===== src/pep_params.svh =====
`ifndef PEP_PARAMS_SVH
`define PEP_PARAMS_SVH

`define PEP_ADDR_W          12
`define PEP_OFF_CTL         12'h4D4
`define PEP_OFF_STS         12'h4D8
`define PEP_OFF_RPT         12'h4DC
`define PEP_OFF_IRQ_MASK    12'h4E4

`define PEP_CTL_CHKDIS_BIT  0
`define PEP_CTL_INJ_BIT     1
`define PEP_CTL_LEN_LSB     8
`define PEP_CTL_LEN_MSB     15
`define PEP_STS_PERR_BIT    0
`define PEP_RPT_SEL_LSB     0
`define PEP_RPT_SEL_MSB     1
`define PEP_RPT_IRQEN_BIT   2

`define PEP_RST_CTL         32'h0000_0000
`define PEP_RST_CHK_DIS     1'b0
`define PEP_RST_INJ         1'b0
`define PEP_RST_MATCH_LEN   8'h00
`define PEP_RST_STS         1'b0
`define PEP_RST_RPT_SEL     2'h2
`define PEP_RST_RPT_IRQEN   1'b0
`define PEP_RST_IRQ_MASK    1'b0

`endif


===== src/pep_pkg.sv =====
package pep_pkg;
  typedef enum logic [1:0] {
    PEP_MSG_NONE     = 2'h0,
    PEP_MSG_COR      = 2'h1,
    PEP_MSG_NONFATAL = 2'h2,
    PEP_MSG_FATAL    = 2'h3
  } pep_msg_e;
endpackage


===== src/pep_port_parity.sv =====
// Overview of operation
// [RULE1] Check-disable set: no receive parity check, no flag, no report.
// [RULE2] Parity is always generated on data sent to the core.
// [RULE3] Inject set and header length byte matches: every dword parity inverted.
// [RULE4] Parity error sets status bit 0; write one clears, zero keeps.
// [RULE5] Report field selects none, ERR_COR, ERR_NONFATAL, ERR_FATAL; resets to 2.
// [RULE6] Message sent only when status bit rises from zero to one.
// [RULE7] Interrupt enable plus upstream int/MSI enable gives an INT/MSI request.
// [RULE8] Sticky control fields survive warm reset, clear only on power-on.
`timescale 1ns/10ps
`include "pep_params.svh"

module pep_port_parity #(
  parameter int DATA_W = 32
) (
  input  wire logic                   clock_i,
  input  wire logic                   rst_n_i,
  input  wire logic                   por_n_i,
  // Register port
  input  wire logic [`PEP_ADDR_W-1:0] reg_addr_i,
  input  wire logic [31:0]            reg_wdata_i,
  input  wire logic                   reg_wr_i,
  input  wire logic                   reg_rd_i,
  output logic      [31:0]            reg_rdata_o,
  // Egress toward switch core
  input  wire logic                   tx_valid_i,
  input  wire logic                   tx_sop_i,
  input  wire logic [DATA_W-1:0]      tx_data_i,
  output logic                        tx_valid_o,
  output logic      [DATA_W-1:0]      tx_data_o,
  output logic                        tx_parity_o,
  // Ingress from switch core
  input  wire logic                   rx_valid_i,
  input  wire logic [DATA_W-1:0]      rx_data_i,
  input  wire logic                   rx_parity_i,
  // Reporting
  input  wire logic                   up_int_en_i,
  output logic                        err_msg_valid_o,
  output pep_pkg::pep_msg_e           err_msg_type_o,
  output logic                        int_req_o,
  output logic                        irq_o
);

  // Sticky control: reset only by power-on
  logic       chk_dis, next_chk_dis;
  logic       inj_en, next_inj_en;
  logic [7:0] match_len, next_match_len;
  // Warm-reset state
  logic       perr, next_perr;
  logic [1:0] rpt_sel, next_rpt_sel;
  logic       irq_en, next_irq_en;
  logic       irq_mask, next_irq_mask;
  logic       in_bad_tlp, next_in_bad_tlp;
  logic [31:0] next_rdata;
  logic        next_tx_valid;
  logic [DATA_W-1:0] next_tx_data;
  logic        next_tx_parity;
  logic        next_msg_valid;
  pep_pkg::pep_msg_e next_msg_type;
  logic        next_int_req;
  logic        next_irq;

  logic wr_ctl, wr_sts, wr_rpt, wr_msk, detect, bad_now;

  always_comb begin
    wr_ctl = reg_wr_i && (reg_addr_i == `PEP_OFF_CTL);
    wr_sts = reg_wr_i && (reg_addr_i == `PEP_OFF_STS);
    wr_rpt = reg_wr_i && (reg_addr_i == `PEP_OFF_RPT);
    wr_msk = reg_wr_i && (reg_addr_i == `PEP_OFF_IRQ_MASK);
    next_chk_dis   = wr_ctl ? reg_wdata_i[`PEP_CTL_CHKDIS_BIT] : chk_dis;
    next_inj_en    = wr_ctl ? reg_wdata_i[`PEP_CTL_INJ_BIT] : inj_en;
    next_match_len = wr_ctl ? reg_wdata_i[`PEP_CTL_LEN_MSB:`PEP_CTL_LEN_LSB] : match_len;
  end

  always_ff @(posedge clock_i) begin
    if (!por_n_i) begin
      chk_dis   <= `PEP_RST_CHK_DIS; // RULE8
      inj_en    <= `PEP_RST_INJ;
      match_len <= `PEP_RST_MATCH_LEN;
    end else begin
      chk_dis   <= next_chk_dis; // RULE8
      inj_en    <= next_inj_en;
      match_len <= next_match_len;
    end
  end

  // Egress: header byte zero is the top byte of the first dword
  always_comb begin
    bad_now = tx_sop_i ? (inj_en && (tx_data_i[DATA_W-1 -: 8] == match_len))
                       : in_bad_tlp; // RULE3
    next_in_bad_tlp = (tx_valid_i && tx_sop_i) ? bad_now : in_bad_tlp;
    next_tx_valid   = tx_valid_i;
    next_tx_data    = tx_data_i;
    // Inversion rather than gating keeps generation always on
    next_tx_parity  = (^tx_data_i) ^ (tx_valid_i && bad_now); // RULE2 RULE3
  end

  // Checking and reporting
  always_comb begin
    detect = rx_valid_i && !chk_dis && ((^rx_data_i) != rx_parity_i); // RULE1
    next_perr = detect || (perr && !(wr_sts && reg_wdata_i[`PEP_STS_PERR_BIT])); // RULE4
    next_rpt_sel  = wr_rpt ? reg_wdata_i[`PEP_RPT_SEL_MSB:`PEP_RPT_SEL_LSB] : rpt_sel;
    next_irq_en   = wr_rpt ? reg_wdata_i[`PEP_RPT_IRQEN_BIT] : irq_en;
    next_irq_mask = wr_msk ? reg_wdata_i[`PEP_STS_PERR_BIT] : irq_mask;
    // Rising edge of the flag only; a clear and fresh error in one cycle keeps it set
    next_msg_valid = detect && !perr && (rpt_sel != 2'h0); // RULE5 RULE6
    next_msg_type  = pep_pkg::pep_msg_e'(rpt_sel); // RULE5
    next_int_req   = detect && irq_en && up_int_en_i; // RULE7
    next_irq       = next_perr && irq_mask;
    next_rdata = 32'h0000_0000;
    if (reg_rd_i) begin
      unique case (reg_addr_i)
        `PEP_OFF_CTL: begin
          next_rdata[`PEP_CTL_CHKDIS_BIT] = chk_dis;
          next_rdata[`PEP_CTL_INJ_BIT]    = inj_en;
          next_rdata[`PEP_CTL_LEN_MSB:`PEP_CTL_LEN_LSB] = match_len;
        end
        `PEP_OFF_STS: next_rdata[`PEP_STS_PERR_BIT] = perr;
        `PEP_OFF_RPT: begin
          next_rdata[`PEP_RPT_SEL_MSB:`PEP_RPT_SEL_LSB] = rpt_sel;
          next_rdata[`PEP_RPT_IRQEN_BIT] = irq_en;
        end
        `PEP_OFF_IRQ_MASK: next_rdata[`PEP_STS_PERR_BIT] = irq_mask;
        default: next_rdata = 32'h0000_0000;
      endcase
    end
  end

  always_ff @(posedge clock_i) begin
    if (!rst_n_i || !por_n_i) begin
      perr            <= `PEP_RST_STS;
      rpt_sel         <= `PEP_RST_RPT_SEL; // RULE5
      irq_en          <= `PEP_RST_RPT_IRQEN;
      irq_mask        <= `PEP_RST_IRQ_MASK;
      in_bad_tlp      <= 1'b0;
      reg_rdata_o     <= 32'h0000_0000;
      tx_valid_o      <= 1'b0;
      tx_data_o       <= '0;
      tx_parity_o     <= 1'b0;
      err_msg_valid_o <= 1'b0;
      err_msg_type_o  <= pep_pkg::PEP_MSG_NONE;
      int_req_o       <= 1'b0;
      irq_o           <= 1'b0;
    end else begin
      perr            <= next_perr;
      rpt_sel         <= next_rpt_sel;
      irq_en          <= next_irq_en;
      irq_mask        <= next_irq_mask;
      in_bad_tlp      <= next_in_bad_tlp;
      reg_rdata_o     <= next_rdata;
      tx_valid_o      <= next_tx_valid;
      tx_data_o       <= next_tx_data;
      tx_parity_o     <= next_tx_parity;
      err_msg_valid_o <= next_msg_valid;
      err_msg_type_o  <= next_msg_type;
      int_req_o       <= next_int_req;
      irq_o           <= next_irq;
    end
  end

endmodule // pep_port_parity


===== config.mk =====
export PLATFORM = sky130hd
export DESIGN_NAME = pep_port_parity
export DESIGN_NICKNAME = d
export VERILOG_FILES = /design/src/pep_pkg.sv /design/src/pep_port_parity.sv
export VERILOG_INCLUDE_DIRS = /design/src
export SDC_FILE = /design/constraint.sdc
export NUM_CORES = 1
export LEC_CHECK = 0
export BUFFER_PORTS_ARGS = -buffer_cell sky130_fd_sc_hd__buf_2
export CAP_MARGIN = 10
export CORE_ASPECT_RATIO = 2
export CORE_UTILIZATION = 38
export CTS_CLUSTER_DIAMETER = 60
export DETAILED_ROUTE_END_ITERATION = 7
export GPL_TIMING_DRIVEN = 0
export PLACE_DENSITY = 0.76
export SYNTH_ARGS = -nofsm -noshare
export SYNTH_HDL_FRONTEND = slang
export SYNTH_SLANG_ARGS = --single-unit

===== constraint.sdc =====
create_clock -name clock_i -period 1.38 [get_ports clock_i]
set_input_delay 0 -clock clock_i [delete_from_list [all_inputs] [get_ports clock_i]]
set_output_delay 0 -clock clock_i [all_outputs]
set_load 0.05 [all_outputs]

==> impl_metrics.ini <==
[run_status]
outcome = finished clean

[yosys]
postSynthAreaPerCell_um2 = 10.2
post_synth_top_flop = sky130_fd_sc_hd__dfxtp_1
synth_top_cell_by_area = sky130_fd_sc_hd__dfxtp_1
synth_enable_flop_cells = 0
yosys.area_share.adder = 0
synth.area.mux_share = 0.0515
synth-async-reset-ratio = 0
synthSimpleGateAreaFrac = 0.195
yosysSeqAreaShare = 0.450
yosys.area.top_type_share = 0.450
synth_top_family_by_area = XOR/XNOR gates
synth_seq_cells = 66
synth_compound_area_frac = 0.0145
yosys.cell_types.count = 31
xor_and_xnor_fraction_of_the_mapped_netlist_area = 0.218
largest_cells_by_area_after_synthesis = sky130_fd_sc_hd__dfxtp_1 (45%), sky130_fd_sc_hd__xnor2_1 (18%), sky130_fd_sc_hd__and3_1 (8.1%), sky130_fd_sc_hd__buf_4 (5.4%), sky130_fd_sc_hd__mux2i_1 (4.8%)
yosys_warnings = 0
synth.cell_area_um2 = 2940
postSynthCellCount = 287

[cts]
h-tree-depth = 3
clock_sinks = 66
max-clock-path-buffers = 2
tritoncts = built
clockRootBuffer = sky130_fd_sc_hd__clkbuf_16
worst_setup_hold_path_clk_slew_ns = 0.05
post-cts-setup-buffers = 0
tritoncts.num_buffers = 9
worstSkewPairLatency_ns = 0.33

[critical_path]
critical_path_required_ns = 1.62
rrSetupSlack_ns = 0.07
crit_type = reg2reg
worst-r2r-cell-count = 4
timing.rr.start = chk_dis
timing.rr.end = irq_o
critical_path_peak_fanout = 3
setup.worst_path.start_class = flip-flop
cp-end-kind = flip-flop
crit_arrival_ns = 1.55

[routing]
wl_met3_um = 418
dr.pass1.iters = 4
drc = 0
vias_per_cell = 4.55
vias = 2766
wire_per_inst_um = 12.9
dr.first_iter.drc_count = 94
antenna_violating_nets_post_route = 0
m1WireLength_um = 2650
wl_um = 7820
highest_metal_layer_with_signal_wires = met4
wl_met2_um = 4420

[cells_and_area]
final_layout_size_suffix_gt1_frac = 0.372
fin_nets = 627
final_cell_area_um2 = 4660
diodes = 0
final_cell_mix = sky130_fd_sc_hd__buf_2 (146), sky130_fd_sc_hd__dfxtp_1 (66), sky130_fd_sc_hd__xnor2_1 (61), sky130_fd_sc_hd__dlygate4sd3_1 (45), sky130_fd_sc_hd__and3_1 (38)
syn_to_final_growth_pct = 58.5
ff_latch_area_um2 = 1320
final-instance-count-excl-fill = 608
layout_commonest_cell = sky130_fd_sc_hd__buf_2
num-fill-cells = 655
multiInputGateArea_um2 = 1520

[sta]
timing.final.max_slew_violations = 0
final.min_clock_period_ns = 1.31
maximum_clock_frequency_mhz = 764
grt_setup_unrepaired = true
fin_tns_setup_ns = 0
finalClockSkew_ns = 0.00315
final_period_utilization = 0.948
setup_viol_count_final = 0
finalHoldViolCount = 0

[power]
p_sw_uw = 1620
static-leakage-power_uw = 0.00226
power.share.clock = 0.395
power.ir.vdd_worst_v = 0.000802
power_density_nw_per_um2 = 1250
seqPwrFrac = 0.344
p_int_uw = 4190
pwr-share-comb = 0.260
swShare = 0.279

[placement]
detailed_placer_s_ending_hpwl_um = 5580
input_output_buffers = 145
placed_cell_area_um2 = 3860
number_of_cells_in_the_design_after_placement = 546
finalWeightedCongestion = 0.813

[worst_hold_path]
timing.hold.worst.class = in2reg
worst_hold_path.num_cells = 2
holdCritStartpoint = tx_data_i[24]
end_point_of_the_most_critical_hold_path = tx_data_o[24]

[die]
die_width_um = 64.2
rows = 45
floorplan.core_area_um2 = 7540
dieArea_um2 = 8110
fp.dieH_um = 126
initial_utilization = 0.390
ios = 189

[global_route]
groute.usage.overall = 0.201
maximum_number_of_pins_on_one_net_before_global_route_repair = 12
grt-ovfl-total = 0
grt_pass1_vias = 2830
grt_first_pass_wirelength_um = 12300
antenna_violations_before_repair = 0

[flow_run]
maxCapViolations = 0
[worst max path at each step]
stage | startpoint | to | cells after the start
finish | chk_dis | irq_o | 4
CTS | match_len[6] | tx_parity_o | 6
floorplan | rx_data_i[10] | err_msg_valid_o | 6
detailed placement | reg_addr_i[9] | match_len[2] | 7
global route | match_len[6] | tx_parity_o | 6
global placement | reg_addr_i[9] | match_len[1] | 7
[registers in the layout, indices dropped and copies added (netlist names), 2 cells and up]
name	cells
reg_rdata_o	11
tx_data_o	32
next_msg_type	2
err_msg_type_o	2
match_len	8
[synthesized netlist by cell type, types with 2 or more instances]
cell and n:
sky130_fd_sc_hd__dfxtp_1 66, sky130_fd_sc_hd__xnor2_1 61, sky130_fd_sc_hd__and3_1 38, sky130_fd_sc_hd__buf_4 21, sky130_fd_sc_hd__mux2i_1 14, sky130_fd_sc_hd__nor2b_1 14
sky130_fd_sc_hd__and2_1 10, sky130_fd_sc_hd__clkbuf_1 9, sky130_fd_sc_hd__nand2_1 9, sky130_fd_sc_hd__xor2_1 7, sky130_fd_sc_hd__nor2_1 5, sky130_fd_sc_hd__nand3_1 4
sky130_fd_sc_hd__a21oi_1 3, sky130_fd_sc_hd__nand4_1 3, sky130_fd_sc_hd__nor3_1 3, sky130_fd_sc_hd__nor4b_1 3, sky130_fd_sc_hd__inv_1 2, sky130_fd_sc_hd__o21ai_0 2
[worst max-delay path, cell delays in order (launching register included)]
cell                       delay [ns]
sky130_fd_sc_hd__dfxtp_1         0.34
sky130_fd_sc_hd__nor2b_2         0.16
sky130_fd_sc_hd__nand2_1         0.10
sky130_fd_sc_hd__or4b_1          0.51
sky130_fd_sc_hd__o221ai_1        0.10
[final cells by class]
type | instances | area share
multi-input combinational | 208 | 0.327
sequential | 66 | 0.284
tap | 94 | 0.0253
timing repair buffer | 191 | 0.254
buffer | 31 | 0.0427
clock inverter | 4 | 0.0107
clock buffer | 12 | 0.0551
inverter | 2 | 0.00161
[cells by family (layout without fill, tap and decap cells)]
| kind of cell | after synthesis | in the layout |
|---|---|---|
| AO/OA/AOI/OAI | 7 | 7 |
| XOR/XNOR | 70 | 70 |
| AND/OR/NAND/NOR | 95 | 95 |
| multiplexers | 15 | 15 |
| flip-flops | 66 | 66 |
| buffers and inverters | 33 | 240 |
| other | 1 | 21 |
[timing repair]
item,in CTS,in global routing
pin swaps,0,1
endpoints found under the setup margin,10,12
hold endpoints to repair,48,0
gates resized for setup,5,4
cloned,1,0
hold buffers,45,0
[per-layer routing]
| metal | track usage | vias to the layer above |
|---|---|---|
| met3 | 0.0414 | 26 |
| met5 | 0 | - |
| met1 | 0.173 | 1267 |
| met4 | 0.127 | 0 |
| met2 | 0.399 | 121 |
| li1 | - | 1352 |
[power by group through the flow]
stage	combinational, uW	sequential [uW]	clock, uW
floorplan	849	2250	0
global placement	1370	2040	0
detailed placement	1380	2040	0
CTS	1490	2000	2320
global route	1620	2000	2410
finish	1510	2000	2300
[through the flow]
stage          hold WS, ns  utilization  worst slack, ns  total power [uW]
3_3_place_gp         0.234        0.511           -0.283              3400
5_1_grt             0.0141        0.617          -0.0495              6030
3_5_place_dp         0.241        0.511           -0.382              3420
6_report           0.00934        0.617           0.0713              5810
4_1_cts            0.00862        0.615           0.0121              5810
2_1_floorplan        0.125            -          0.00270              3100
Power figures use the tool's default switching activity.
